[src/msirq_regs.svh]
// constants for the multi-source interrupt combiner
`ifndef MSIRQ_REGS_SVH
`define MSIRQ_REGS_SVH
`define MSIRQ_NSRC 8
`define MSIRQ_NCHAN 4
`define MSIRQ_LVL_W 3
`define MSIRQ_ACK_ADDR 20'h00000
`define MSIRQ_ADDR_W 20
`define MSIRQ_HOLD_CYCLES 5
`define MSIRQ_CNT_W 3
`define MSIRQ_CNT_ZERO 3'h0
`define MSIRQ_SRC_ZERO 8'h00
`define MSIRQ_CHAN_ZERO 4'h0
`define MSIRQ_LVL_ZERO 3'h0
`endif

[src/msirq_pkg.sv]
// types for the multi-source interrupt combiner
`include "msirq_regs.svh"
package msirq_pkg;
    typedef logic [`MSIRQ_NSRC-1:0] msirq_src_t;
    typedef logic [`MSIRQ_LVL_W-1:0] msirq_lvl_t;
    typedef struct packed {
        msirq_src_t status;
        msirq_src_t enable;
    } msirq_srcgrp_t;
    typedef struct packed {
        logic valid;
        logic [1:0] chan;
        msirq_lvl_t level;
    } msirq_ack_t;
    typedef enum logic [1:0] {
        MSIRQ_FOLLOW = 2'b00,
        MSIRQ_HOLD = 2'b01
    } msirq_state_t;
endpackage

[src/msirq_chan.sv]
// one combined request flag with write-zero hold and clear-on-read
`timescale 1ns/1ps
module msirq_chan
    import msirq_pkg::*;
(
    // clock and reset
    input wire logic ref_clk_i,
    input wire logic resetn_i,
    // sources
    input wire msirq_srcgrp_t src_i,
    // software and acknowledge events
    input wire logic flag_wr0_i,
    input wire logic read_clr_i,
    input wire logic reconfig_i,
    // result
    output logic request_flag_o
);
    msirq_state_t state_r, state_nxt;
    logic [`MSIRQ_CNT_W-1:0] cnt_r, cnt_nxt;
    logic flag_r, flag_nxt;
    logic spur_r, spur_nxt;
    wire logic any_active = |(src_i.status & src_i.enable);
    wire logic clr_evt = flag_wr0_i | read_clr_i;
    always_comb begin
        state_nxt = state_r;
        cnt_nxt = cnt_r;
        // spurious set on reconfiguration, cleared by software
        spur_nxt = reconfig_i ? 1'b1 : (clr_evt ? 1'b0 : spur_r);
        case (state_r)
            MSIRQ_FOLLOW: begin
                if (clr_evt && any_active) begin
                    state_nxt = MSIRQ_HOLD;
                    cnt_nxt = `MSIRQ_CNT_W'(`MSIRQ_HOLD_CYCLES - 1);
                end
            end
            MSIRQ_HOLD: begin
                if (clr_evt && any_active) begin
                    // a further zero write or read-clear while a source is active restarts the window
                    cnt_nxt = `MSIRQ_CNT_W'(`MSIRQ_HOLD_CYCLES - 1);
                end else if (cnt_r == `MSIRQ_CNT_ZERO) begin
                    state_nxt = MSIRQ_FOLLOW;
                end else begin
                    cnt_nxt = cnt_r - `MSIRQ_CNT_W'(1);
                end
            end
            default: begin
                state_nxt = MSIRQ_FOLLOW;
            end
        endcase
        // no latching: flag follows the gated OR outside the hold window
        flag_nxt = (state_nxt == MSIRQ_FOLLOW) & (any_active | spur_nxt);
    end
    always_ff @(posedge ref_clk_i or negedge resetn_i) begin
        if (!resetn_i) begin
            state_r <= MSIRQ_FOLLOW;
            cnt_r <= `MSIRQ_CNT_ZERO;
            flag_r <= 1'b0;
            spur_r <= 1'b0;
        end else begin
            state_r <= state_nxt;
            cnt_r <= cnt_nxt;
            flag_r <= flag_nxt;
            spur_r <= spur_nxt;
        end
    end
    assign request_flag_o = flag_r;
endmodule

[src/msirq_top.sv]
// combiner of multi-source peripheral interrupts with acknowledge logic
// Operation
// - each request is the OR of its sources, each gated by its enable bit
// - outside the hold window, flag goes high whenever some source has status and enable both set
// - request is not latched; flag drops when no source is active
// - writing zero to an active flag holds it low five cycles, then sets again
// - acknowledge leaves source status bits unchanged
// - acknowledge clears the combined flag of the selected channel only
// - further sources becoming active keep the flag high
// - acceptance only via global enable, flag, three-bit level field and processor level
// - acknowledge read of address zero returns number and level, clears flag
// - any program read of address zero clears highest-priority pending flag
// - reconfiguration may set the flag; software clears it afterwards
`timescale 1ns/1ps
module msirq_top
    import msirq_pkg::*;
(
    // clock and reset
    input wire logic ref_clk_i,
    input wire logic resetn_i,
    // peripheral source events, one pulse per source
    input wire msirq_src_t timer_c_set_i,
    input wire msirq_src_t timer_e_set_i,
    input wire msirq_src_t serial_set_i,
    input wire msirq_src_t flash_set_i,
    // software writes to source status (clear mask) and enable
    input wire logic [`MSIRQ_NCHAN-1:0] status_clr_we_i,
    input wire logic [`MSIRQ_NCHAN-1:0] enable_we_i,
    input wire msirq_src_t wdata_i,
    // software writes zero to a request flag, reconfiguration strobes
    input wire logic [`MSIRQ_NCHAN-1:0] flag_wr0_i,
    input wire logic [`MSIRQ_NCHAN-1:0] reconfig_i,
    // priority level field per channel and processor level
    input wire msirq_lvl_t timer_c_level_i,
    input wire msirq_lvl_t timer_e_level_i,
    input wire msirq_lvl_t serial_level_i,
    input wire msirq_lvl_t flash_level_i,
    input wire msirq_lvl_t processor_priority_level_i,
    input wire logic irq_global_en_i,
    // read of the acknowledge information address
    input wire logic rd_i,
    input wire logic [`MSIRQ_ADDR_W-1:0] rd_addr_i,
    // state toward software and cpu
    output msirq_src_t timer_c_source_status_o,
    output msirq_src_t timer_c_source_enable_o,
    output msirq_src_t timer_e_source_status_o,
    output msirq_src_t timer_e_source_enable_o,
    output msirq_src_t serial_source_status_o,
    output msirq_src_t serial_source_enable_o,
    output msirq_src_t flash_source_status_o,
    output msirq_src_t flash_source_enable_o,
    output logic [`MSIRQ_NCHAN-1:0] request_flag_o,
    output logic irq_req_o,
    output msirq_ack_t ack_info_o
);
    msirq_src_t status_r [`MSIRQ_NCHAN];
    msirq_src_t enable_r [`MSIRQ_NCHAN];
    msirq_src_t set_w [`MSIRQ_NCHAN];
    msirq_lvl_t lvl_w [`MSIRQ_NCHAN];
    logic [`MSIRQ_NCHAN-1:0] flag_w;
    logic [`MSIRQ_NCHAN-1:0] rdclr_w;
    logic irq_req_r;
    msirq_ack_t ack_r;

    assign set_w[0] = timer_c_set_i;
    assign set_w[1] = timer_e_set_i;
    assign set_w[2] = serial_set_i;
    assign set_w[3] = flash_set_i;
    assign lvl_w[0] = timer_c_level_i;
    assign lvl_w[1] = timer_e_level_i;
    assign lvl_w[2] = serial_level_i;
    assign lvl_w[3] = flash_level_i;

    // set wins over a software clear of the same bit
    function automatic msirq_src_t status_next(input msirq_src_t cur, input msirq_src_t set,
                                               input logic clr_we, input msirq_src_t clr_mask);
        status_next = (clr_we ? (cur & ~clr_mask) : cur) | set;
    endfunction

    // highest-priority enabled pending channel; lower index wins ties
    logic [1:0] best_chan_w;
    msirq_lvl_t best_lvl_w;
    logic best_valid_w;
    always_comb begin
        best_chan_w = 2'h0;
        best_lvl_w = `MSIRQ_LVL_ZERO;
        best_valid_w = 1'b0;
        for (int i = `MSIRQ_NCHAN - 1; i >= 0; i--) begin
            if (flag_w[i] && lvl_w[i] != `MSIRQ_LVL_ZERO && lvl_w[i] >= best_lvl_w) begin
                best_chan_w = 2'(i);
                best_lvl_w = lvl_w[i];
                best_valid_w = 1'b1;
            end
        end
    end
    // maskable path: flag, level field above processor level
    wire logic accept_w = irq_global_en_i & best_valid_w & (best_lvl_w > processor_priority_level_i);
    wire logic ack_rd_w = rd_i & (rd_addr_i == `MSIRQ_ACK_ADDR);
    // read clears only the flag, never statuses
    assign rdclr_w = (ack_rd_w & best_valid_w) ? (`MSIRQ_NCHAN'(1) << best_chan_w) : `MSIRQ_CHAN_ZERO;

    genvar g;
    generate
        for (g = 0; g < `MSIRQ_NCHAN; g++) begin : gen_chan
            always_ff @(posedge ref_clk_i or negedge resetn_i) begin
                if (!resetn_i) begin
                    status_r[g] <= `MSIRQ_SRC_ZERO;
                    enable_r[g] <= `MSIRQ_SRC_ZERO;
                end else begin
                    // acknowledge has no path into status
                    status_r[g] <= status_next(status_r[g], set_w[g], status_clr_we_i[g], wdata_i);
                    if (enable_we_i[g]) begin
                        enable_r[g] <= wdata_i;
                    end
                end
            end
            msirq_chan u_chan (
                .ref_clk_i(ref_clk_i),
                .resetn_i(resetn_i),
                .src_i('{status: status_r[g], enable: enable_r[g]}),
                .flag_wr0_i(flag_wr0_i[g]),
                .read_clr_i(rdclr_w[g]),
                .reconfig_i(reconfig_i[g]),
                .request_flag_o(flag_w[g])
            );
        end
    endgenerate

    always_ff @(posedge ref_clk_i or negedge resetn_i) begin
        if (!resetn_i) begin
            irq_req_r <= 1'b0;
            ack_r <= '0;
        end else begin
            irq_req_r <= accept_w;
            if (ack_rd_w) begin
                ack_r <= '{valid: best_valid_w, chan: best_chan_w, level: best_lvl_w};
            end
        end
    end

    assign timer_c_source_status_o = status_r[0];
    assign timer_c_source_enable_o = enable_r[0];
    assign timer_e_source_status_o = status_r[1];
    assign timer_e_source_enable_o = enable_r[1];
    assign serial_source_status_o = status_r[2];
    assign serial_source_enable_o = enable_r[2];
    assign flash_source_status_o = status_r[3];
    assign flash_source_enable_o = enable_r[3];
    assign request_flag_o = flag_w;
    assign irq_req_o = irq_req_r;
    assign ack_info_o = ack_r;
endmodule

[config.mk]
export PLATFORM = sky130hd
export DESIGN_NAME = msirq_top
export DESIGN_NICKNAME = d
export VERILOG_FILES = /design/src/msirq_pkg.sv /design/src/msirq_chan.sv /design/src/msirq_top.sv
export VERILOG_INCLUDE_DIRS = /design/src
export SDC_FILE = /design/constraint.sdc
export NUM_CORES = 1
export LEC_CHECK = 0
export BUFFER_PORTS_ARGS = -buffer_cell sky130_fd_sc_hd__buf_4
export CAP_MARGIN = 10
export CORE_MARGIN = 2
export CORE_UTILIZATION = 50
export CTS_CLUSTER_DIAMETER = 150
export DETAILED_ROUTE_END_ITERATION = 8
export PLACE_DENSITY = 0.78
export SETUP_SLACK_MARGIN = 0.02
export SLEW_MARGIN = 20
export SYNTH_ARGS = -nofsm -noshare
export SYNTH_HDL_FRONTEND = slang
export SYNTH_SLANG_ARGS = --single-unit
[constraint.sdc]
create_clock -name ref_clk_i -period 6.15 [get_ports ref_clk_i]
set_input_delay 1.23 -clock ref_clk_i [delete_from_list [all_inputs] [get_ports ref_clk_i]]
set_output_delay 1.23 -clock ref_clk_i [all_outputs]
set_load 0.005 [all_outputs]
==> run metrics, run 1 <==
iteration-0 DRC count of the detailed router=about 200; Post-Synth XOR/XNOR Area=0%; fraction of registers with async set/reset=between 90% and 100%; Cell variety after synth=between 50 and 60; CTS tree=done; Cells after Synth=418; multiplexer share of the synthesized area=8.57%; CP Launch Point=flash_level_i[0]; outcome=finished, final reports clean; main combinational cell family by area after synthesis=compound AO/OA/AOI/OAI gates; Initial Util=51.2%; top-count cell post-synth=dfrtp_1; vias per cell=around 5.5; Routed wire per std cell=roughly 17 µm; io pins=170; crit-path cells=buf_4 -> and2_1 -> ha_1 -> nor2b_2 -> o21ai_2 -> nand2_1 -> mux2i_1 -> inv_1 -> ha_1 -> nand2b_1 -> o211ai_1 -> a311oi_2 -> a21o_2 -> a2bb2oi_1 -> inv_1 -> ha_1 -> nand2b_1 -> a211oi_2 -> nor3_4 -> nor2_8 -> a41o_2 -> or4_1 -> o21ai_0; core area=a little over 9000 µm²; multi-input logic area=2060 µm²; proportion of layout cells with a drive suffix above 1=about two fifths; DRC Markers=0; CP max FO=9; Synth Area in Simple Gates=between 10% and 20%; total number of yosys warnings=0; Critical Path Most Common Cell=ha_1; setup tns final=0 ns; nets@finish=about 700; reg2reg path depth=22; area taken by flip-flops and latches=2480 µm²; unrepaired setup endpoints after global routing=false; TritonCTS buffer count=9; Cell Rows=35; register area share after synthesis=52.9%; fmax=around 180 MHz; ANT cells=0; DRT Pass-1 Iters=4; CP Data Arrival Time=5.75 ns; Synth Flop Type=dfrtp_1; die area=about 10000 µm²; Synth Area in Compound Gates=18.5%; Final Hold Vio Count=0; CTS root buf=clkbuf_8; CP max stage delay=roughly 0.46 ns; reg2reg start=gen_chan[3].u_chan.request_flag_o$_DFF_PN0_; Slew headroom=55.6%; Synth Area in Adders=5.07%; hold path endpoint=gen_chan[0].u_chan.spur_r$_DFF_PN0_; H-tree depth=3; Required @ worst endpoint=between 6 and 7 ns; worst skew pair latency=around 0.36 ns; Hold Crit Depth=2; post_cts resized=0; Die Y-Extent=101 µm; Min-Delay Path Class=flip-flop to flip-flop; Tot Pwr=roughly 1.6 mW; synthesized area=4680 µm²; final worst setup slack=0.682 ns; most instantiated cells after synthesis=99 x dfrtp_1, 55 x nand2_1, 37 x a21o_1, 33 x mux2_2, 24 x inv_1; setup bufs post-CTS=0; Final Max Slew Viols=0; R2R Path End=gen_chan[2].u_chan.cnt_r[1]$_DFFE_PN0P_; GRT overflow=0; Synth area leaders=dfrtp_1 53%, mux2_2 7.9%, a21o_1 5.9%, ha_1 5.1%, nand2_1 4.4%; EDFF count, synth=0; IO buf count=~170; cell taking the most area after synthesis=dfrtp_1; minimum clock period=approximately 5.5 ns; Antenna Violating Nets Remaining=0; Critical Setup Path Class=input pin to flip-flop; via count=approximately 3900; fillers=680; total global-route track usage=between 20% and 30%; vias in the first global route=between 4000 and 5000; slew at the pin closest to its max-slew limit=0.666 ns; Place WS=0.347 ns; initial antenna violation count=0; CTS Buffer Depth=2; CP endpoint kind=flip-flop; largest net degree at the start of global routing=55; pwr dens=between 200 and 300 nW/µm²; Max IR drop VDD=~160 µV; first-pass GRT wire length=between 15 and 20 mm; Synth top area share=between 50 and 60%; max_cap viols=0; Final setup viols=0; syn avg cell area=around 11 µm²; cts hold-fix bufs=0; HPWL after DPL=between 9 and 10 mm; routability cong.=between 0.8 and 0.9; crit path max-delay cell type=nor3_4; R2R setup slack=about 1.2 ns; die width=between 100 and 150 µm; Post-Route WL=roughly 12 mm; Setup Skew=between 0.015 and 0.02 ns; #FFs+latches synth=just under 100; Reg clk slew, reported paths=around 0.1 ns; Final Cycle Share=around 89%; startpoint types=input pin; area growth from synthesis to layout=33.9%; Num Clock Sinks=99; worst hold start=gen_chan[0].u_chan.spur_r$_DFF_PN0_; Pleak=roughly 3 nW
kinds of logic after synthesis:
family                   Yosys count
AO/OA/AOI/OAI                    120
AND/OR/NAND/NOR                  106
flip-flops                        99
buffers and inverters             37
multiplexers                      36
adder cells (fa/ha/maj)           19
other                              1
state kept, by name, summed over array words and instances (netlist names), 4 cells and up:
register,flops
gen_chan.u_chan.cnt_r,12
flash_source_enable_o,8
flash_source_status_o,8
gen_chan.u_chan.state_r,8
serial_source_enable_o,8
serial_source_status_o,8
timer_c_source_enable_o,8
timer_c_source_status_o,8
timer_e_source_enable_o,8
timer_e_source_status_o,8
ack_info_o,6
gen_chan.u_chan.request_flag_o,4
gen_chan.u_chan.spur_r,4
placed cells by master, fill, tap and decap left out, drive strengths merged, types with 3 or more instances in the layout:
| cell | instances |
|---|---|
| inv | 26 |
| and2 | 3 |
| buf | 170 |
| a21oi | 17 |
| nor4 | 3 |
| conb | 4 |
| o21ba | 5 |
| dfrtp | 99 |
| or4 | 3 |
| o31ai | 6 |
| nand2b | 4 |
| nor2 | 10 |
| nand2 | 55 |
| or3 | 3 |
| ha | 19 |
| o21ai | 20 |
| clkbuf | 10 |
| mux2 | 33 |
| a31oi | 3 |
| nor3 | 10 |
| mux2i | 3 |
| a22oi | 16 |
| a21o | 38 |
final cells by class:
class	count	share of cell area [%]
flip-flops and latches	99	39.5
multi-input cells	285	32.8
repair buffers	170	20.4
well taps	111	2.21
clock buffers	10	2.19
clock inverters	6	1.50
inverters	24	1.44
per-layer routing:
metal  wire [µm]  share of wire, %  vias to the layer above  GRT usage (%)
met5           0                 0                        -              0
met4         156               1.3                        0           8.43
met3        1000               8.3                       13           6.10
met2        5780                48                      160           39.1
met1        5100                42                     1878           32.5
li1            -                 -                     1838              -
critical path, delay by kind of cell:
family          cells  cell delay (ns)
compound gates      8             1.68
fa+ha+maj           3             0.82
buf+inv             3             0.25
mux                 1             0.24
simple gates        8             1.52
worst max-delay path by stage:
stage,to,cells past startpoint
floorplan,gen_chan[2].u_chan.cnt_r[1]$_DFFE_PN0P_,22
global placement,irq_req_o$_DFF_PN0_,25
detailed placement,gen_chan[0].u_chan.cnt_r[0]$_DFFE_PN0P_,23
CTS,gen_chan[0].u_chan.cnt_r[0]$_DFFE_PN0P_,23
global route,irq_req_o$_DFF_PN0_,25
finish,gen_chan[2].u_chan.cnt_r[1]$_DFFE_PN0P_,23
power breakdown:
| part | internal [mW] | total (mW) | leakage (nW) | switching (mW) |
|---|---|---|---|---|
| Sequential | 0.717 | 0.769 | 1.12 | 0.0524 |
| Clock | 0.244 | 0.472 | 0.113 | 0.228 |
| Combinational | 0.209 | 0.407 | 1.78 | 0.198 |
| Total | 1.17 | 1.65 | 3.01 | 0.478 |
through the flow:
| stage | cells | utilization (%) | area (µm²) | hold slack, ns |
|---|---|---|---|---|
| 2_1_floorplan | 421 | - | 4700 | 0.432 |
| 3_3_place_gp | 689 | 66.0 | 6040 | 0.447 |
| 3_5_place_dp | 689 | 66.0 | 6040 | 0.451 |
| 4_1_cts | 705 | 68.5 | 6270 | 0.471 |
| 5_1_grt | 705 | 68.5 | 6270 | 0.490 |
| 6_report | 705 | 68.5 | 6270 | 0.468 |
No activity file was read; power rests on OpenSTA's default activity.
==> inputs of run 2 (changes only) <==
--- a/config.mk
+++ b/config.mk
@@ -8,12 +8,15 @@
 export LEC_CHECK = 0
 export BUFFER_PORTS_ARGS = -buffer_cell sky130_fd_sc_hd__buf_4
 export CAP_MARGIN = 10
+export CELL_PAD_IN_SITES_DETAIL_PLACEMENT = 1
+export CELL_PAD_IN_SITES_GLOBAL_PLACEMENT = 2
 export CORE_MARGIN = 2
-export CORE_UTILIZATION = 50
+export CORE_UTILIZATION = 30
 export CTS_CLUSTER_DIAMETER = 150
 export DETAILED_ROUTE_END_ITERATION = 8
-export PLACE_DENSITY = 0.78
+export PLACE_DENSITY = 0.76
 export SETUP_SLACK_MARGIN = 0.02
+export SKIP_LAST_GASP = 1
 export SLEW_MARGIN = 20
 export SYNTH_ARGS = -nofsm -noshare
 export SYNTH_HDL_FRONTEND = slang
==> run 2 against run 1 <==
Core utilization down 26 points. Hold slack better by 0.0010 ns. Fmax down 0.87%. Routed wire length up 14%. Power up 5.5%. Count of clock-buffer cells in the layout up 1. Largest cell class unchanged.
==> run metrics, run 2 (same netlist as run 1, synthesis figures left out) <==
outcome=finished, final reports clean; Initial Util=about 31%; vias per cell=4.85; Routed wire per std cell=about 17 µm; CTS tree=done; Required @ worst endpoint=around 6.4 ns; crit path max-delay cell type=nor3_4; hold path endpoint=gen_chan[0].u_chan.spur_r$_DFF_PN0_; Critical Path Most Common Cell=ha_1; core area=about 15000 µm²; CTS root buf=clkbuf_16; Cell Rows=45; switching power=around 510 µW; initial antenna violation count=0; io pins=170; CP Data Arrival Time=approximately 5.7 ns; H-tree depth=3; die width=between 100 and 150 µm; Post-Route WL=13.7 mm; Min-Delay Path Class=flip-flop to flip-flop; combinational share of power=approximately a quarter; Pint=1.23 mW; startpoint types=input pin; ANT cells=0; area post-placement=around 6200 µm²; non-filler instance count after layout=a little over 800; iteration-0 DRC count of the detailed router=84; worst skew pair latency=about 0.35 ns; pwr dens=around 270 nW/µm²; clock power share=between 30 and 40%; vias in the first global route=around 4200; Final Cycle Share=89.7%; max reg flops=12; Pleak=3.04 nW; Max IR drop VDD=between 150 and 200 µV; placed cells=789; Hold Crit Depth=2; Tot Pwr=between 1.5 and 2 mW; HPWL after DPL=roughly 11 mm; CP endpoint kind=flip-flop; GRT overflow=0; most frequent cells in the layout=170 x buf_4, 99 x dfrtp_1, 55 x nand2_1, 37 x a21o_1, 33 x mux2_2; nets@finish=between 700 and 800; Final setup viols=0; max_cap viols=0; CP max FO=9; unrepaired setup endpoints after global routing=false; commonest non-fill, non-tap cell in the layout=buf_4; Num Clock Sinks=99; Sw Ratio=between 20% and 30%; fmax=181 MHz; die area=~17000 µm²; Post-Layout Inst Area=between 6000 and 7000 µm²; total global-route track usage=between 15 and 20%; R2R setup slack=1.17 ns; IO buf count=169; post_cts resized=0; Final Hold Vio Count=0; routability cong.=about 0.81; Die Y-Extent=129 µm; reg2reg start=gen_chan[3].u_chan.request_flag_o$_DFF_PN0_; DRT Pass-1 Iters=4; Setup Skew=approximately 0.011 ns; first-pass GRT wire length=21.9 mm; via count=slightly below 4000; Biggest register=gen_chan.u_chan.cnt_r; setup tns final=0 ns; worst hold start=gen_chan[0].u_chan.spur_r$_DFF_PN0_; proportion of layout cells with a drive suffix above 1=around two fifths; Slew headroom=54.8%; DRC Markers=0; R2R Path End=irq_req_o$_DFF_PN0_; area growth from synthesis to layout=37.9%; Antenna Violating Nets Remaining=0; slew at the pin closest to its max-slew limit=approximately 0.68 ns; Final Max Slew Viols=0; CTS Buffer Depth=2; Flop pwr share=44.2%; Reg clk slew, reported paths=~0.07 ns; Critical Setup Path Class=input pin to flip-flop; Finished Core Util=a little over two fifths; cts hold-fix bufs=0; reg2reg path depth=24; setup bufs post-CTS=0; largest net degree at the start of global routing=54; minimum clock period=approximately 5.5 ns; TritonCTS buffer count=9; CP max stage delay=0.46 ns
run 2: cell count changes in the layout (fill, tap and decap cells not counted), sizes merged:
cell    change
inv         +1
bufinv      -2
clkbuf      +1
run 2: worst max-delay path by stage:
| stage | startpoint | endpoint | slack, ns | depth (start not counted) |
|---|---|---|---|---|
| 2_1_floorplan | flash_level_i[0] | gen_chan[2].u_chan.cnt_r[1]$_DFFE_PN0P_ | 0.97 | 22 |
| 3_3_place_gp | flash_level_i[0] | irq_req_o$_DFF_PN0_ | 0.45 | 25 |
| 3_5_place_dp | flash_level_i[0] | irq_req_o$_DFF_PN0_ | 0.22 | 25 |
| 4_1_cts | flash_level_i[0] | irq_req_o$_DFF_PN0_ | 0.58 | 25 |
| 5_1_grt | flash_level_i[0] | irq_req_o$_DFF_PN0_ | 0.21 | 25 |
| 6_report | flash_level_i[0] | irq_req_o$_DFF_PN0_ | 0.63 | 25 |
run 2: critical path, delay by kind of cell:
family / cells / cell delay, ns
adders and majority gates: 4 / 1.01
buffers and inverters: 4 / 0.28
muxes: 1 / 0.25
AOI/OAI and AO/OA: 9 / 1.86
and+or+nand+nor: 7 / 1.10
run 2: power groups by stage:
stage / registers, mW / clock network, mW / logic, mW
floorplan: 0.771 / 0 / 0.225
global placement: 0.779 / 0 / 0.402
detailed placement: 0.781 / 0 / 0.417
CTS: 0.770 / 0.581 / 0.419
global route: 0.779 / 0.610 / 0.463
finish: 0.769 / 0.560 / 0.410
run 2: cell type report:
| cell class | count | area [µm²] |
|---|---|---|
| clock buffer | 11 | 253 |
| clock inverter | 5 | 42.5 |
| fill | 1680 | 8800 |
| inverter | 24 | 90.1 |
| multi-input combinational | 285 | 2060 |
| sequential | 99 | 2480 |
| tap | 211 | 264 |
| timing repair buffer | 170 | 1280 |
run 2: through the flow:
stage	hold WS (ns)	setup slack, ns
final	0.469	0.633
after global routing	0.498	0.208
after CTS	0.471	0.581
after detailed placement	0.456	0.220
after global placement	0.451	0.447
after floorplan	0.432	0.967
run 2: metal layers:
| layer | GRT usage [%] | vias to the layer above | part of all wire [%] |
|---|---|---|---|
| li1 | - | 1841 | - |
| met1 | 21.0 | 1898 | 43 |
| met2 | 27.0 | 155 | 45 |
| met3 | 7.82 | 13 | 11 |
| met4 | 5.31 | 0 | 1.2 |
| met5 | 0 | - | 0 |
==> inputs of run 3 (changes only) <==
--- a/config.mk
+++ b/config.mk
@@ -14,6 +14,8 @@
 export CORE_UTILIZATION = 30
 export CTS_CLUSTER_DIAMETER = 150
 export DETAILED_ROUTE_END_ITERATION = 8
+export GPL_ROUTABILITY_DRIVEN = 0
+export GPL_TIMING_DRIVEN = 0
 export PLACE_DENSITY = 0.76
 export SETUP_SLACK_MARGIN = 0.02
 export SKIP_LAST_GASP = 1
==> run 3 against run 2 <==
Sequential power barely moved. First-iteration DRC count rose by 26%. Fmax fell by 1.7%. Critical path depth did not move. Count of clock-buffer cells in the layout did not move. Largest power group unchanged. Core utilization rose by 0.098 points.
==> run metrics, run 3 (same netlist as run 1, synthesis figures left out) <==
CP max FO=9; DRT Pass-1 Iters=4; Initial Util=30.7%; Final Cycle Share=about nine tenths; H-tree depth=3; most frequent cells in the layout=164 x buf_4, 99 x dfrtp_1, 55 x nand2_1, 37 x a21o_1, 33 x mux2_2; max_cap viols=0; die width=approximately 130 µm; DRC Markers=0; reg2reg start=gen_chan[3].u_chan.request_flag_o$_DFF_PN0_; hold path endpoint=gen_chan[1].u_chan.spur_r$_DFF_PN0_; Cell Rows=45; reg2reg path depth=24; Final Max Slew Viols=0; Antenna Violating Nets Remaining=0; area growth from synthesis to layout=38.2%; total global-route track usage=around 17%; worst skew pair latency=0.35 ns; TritonCTS buffer count=9; Final Hold Vio Count=0; Num Clock Sinks=between 90 and 100; CTS root buf=clkbuf_16; Min-Delay Path Class=flip-flop to flip-flop; fmax=about 180 MHz; Max IR drop VDD=roughly 120 µV; ANT cells=0; Flop pwr share=between 40% and 50%; nets@finish=slightly above 700; fillers=about 1700; R2R Path End=irq_req_o$_DFF_PN0_; clock power share=between 30% and 40%; startpoint types=input pin; iteration-0 DRC count of the detailed router=between 100 and 150; Slew headroom=39.8%; IO buf count=161; outcome=finished, final reports clean; slew at the pin closest to its max-slew limit=between 0.9 and 1 ns; initial antenna violation count=0; hold_ws=between 0.4 and 0.5 ns; Place WS=0.168 ns; multi-input logic area=between 2000 and 2500 µm²; switching power=between 500 and 600 µW; CTS tree=done; Routed wire per std cell=17.3 µm; Reg clk slew, reported paths=0.07 ns; io pins=170; R2R setup slack=1.07 ns; setup tns final=0 ns; proportion of layout cells with a drive suffix above 1=about two fifths; worst hold start=gen_chan[1].u_chan.spur_r$_DFF_PN0_; Pleak=around 3.0 nW; GRT overflow=0; final worst setup slack=0.537 ns; Biggest register=gen_chan.u_chan.cnt_r; Final setup viols=0; minimum clock period=~5.6 ns; first-pass GRT wire length=~22 mm; cts hold-fix bufs=0; die area=16600 µm²; vias in the first global route=~4200; CTS Buffer Depth=2; Required @ worst endpoint=6.37 ns; largest net degree at the start of global routing=100; Sw Ratio=28.9%; HPWL after DPL=approximately 11 mm; setup bufs post-CTS=0; area taken by flip-flops and latches=2480 µm²; Post-Route WL=14.0 mm; Die Y-Extent=roughly 130 µm; via count=3882; pwr dens=273 nW/µm²; max reg flops=12; CP Data Arrival Time=5.83 ns; vias per cell=around 4.8; unrepaired setup endpoints after global routing=false; core area=about 15000 µm²; Finished Core Util=between 40% and 50%; Setup Skew=approximately 0.0077 ns; post_cts resized=0; Critical Setup Path Class=input pin to flip-flop; CP endpoint kind=flip-flop; combinational share of power=between 20% and 30%; commonest non-fill, non-tap cell in the layout=buf_4; Hold Crit Depth=2; Pint=1.26 mW
## run 3: metrics by stage
| stage | instances | instance area (µm²) | power, mW |
|---|---|---|---|
| 2_1_floorplan | 421 | 4700 | 0.996 |
| 3_3_place_gp | 793 | 6170 | 1.18 |
| 3_5_place_dp | 793 | 6170 | 1.20 |
| 4_1_cts | 809 | 6470 | 1.80 |
| 5_1_grt | 809 | 6470 | 1.87 |
| 6_report | 809 | 6470 | 1.77 |
## run 3: area by class of cell
| type | count | share of cell area [%] |
|---|---|---|
| flip-flops and latches | 99 | 38.3 |
| multi-input cells | 285 | 31.8 |
| repair buffers | 161 | 18.7 |
| well taps | 211 | 4.08 |
| clock buffers | 11 | 3.75 |
| inverters | 24 | 1.39 |
| plain buffers | 13 | 1.10 |
| clock inverters | 5 | 0.928 |
## run 3: power groups by stage
stage / combinational, mW / sequential, mW / clock [mW]
after floorplan: 0.225 / 0.771 / 0
after global placement: 0.402 / 0.779 / 0
after detailed placement: 0.419 / 0.782 / 0
after CTS: 0.422 / 0.771 / 0.603
after global routing: 0.467 / 0.781 / 0.626
final: 0.412 / 0.771 / 0.583
## run 3: worst max path at each step
stage,slack [ns],end,depth (start not counted),startpoint
after floorplan,0.97,gen_chan[2].u_chan.cnt_r[1]$_DFFE_PN0P_,22,flash_level_i[0]
after global placement,0.23,irq_req_o$_DFF_PN0_,25,flash_level_i[0]
after detailed placement,0.17,irq_req_o$_DFF_PN0_,25,flash_level_i[0]
after CTS,0.53,irq_req_o$_DFF_PN0_,25,flash_level_i[0]
after global routing,0.12,irq_req_o$_DFF_PN0_,25,flash_level_i[0]
final,0.54,irq_req_o$_DFF_PN0_,25,flash_level_i[0]
## run 3: critical path, stage by stage
cell,delay [ns]
buf_4,0.11
and2_1,0.17
ha_1,0.29
nor2b_2,0.05
o21ai_2,0.25
nand2_1,0.13
mux2i_1,0.24
inv_1,0.07
ha_1,0.26
nand2b_1,0.11
o211ai_1,0.14
a311oi_2,0.30
a21o_2,0.28
a2bb2oi_1,0.28
inv_1,0.08
ha_1,0.27
nand2b_1,0.11
a211oi_2,0.10
nor3_4,0.48
a2bb2oi_1,0.30
ha_1,0.19
inv_1,0.04
a21o_1,0.17
a21oi_1,0.13
nor3_1,0.07
## run 3: per-layer routing
| metal | GRT usage (%) | vias up | part of all wire [%] |
|---|---|---|---|
| li1 | - | 1841 | - |
| met1 | 21.8 | 1882 | 45 |
| met2 | 28.0 | 148 | 45 |
| met3 | 5.74 | 11 | 8.6 |
| met4 | 6.59 | 0 | 1.6 |
| met5 | 0 | - | 0 |
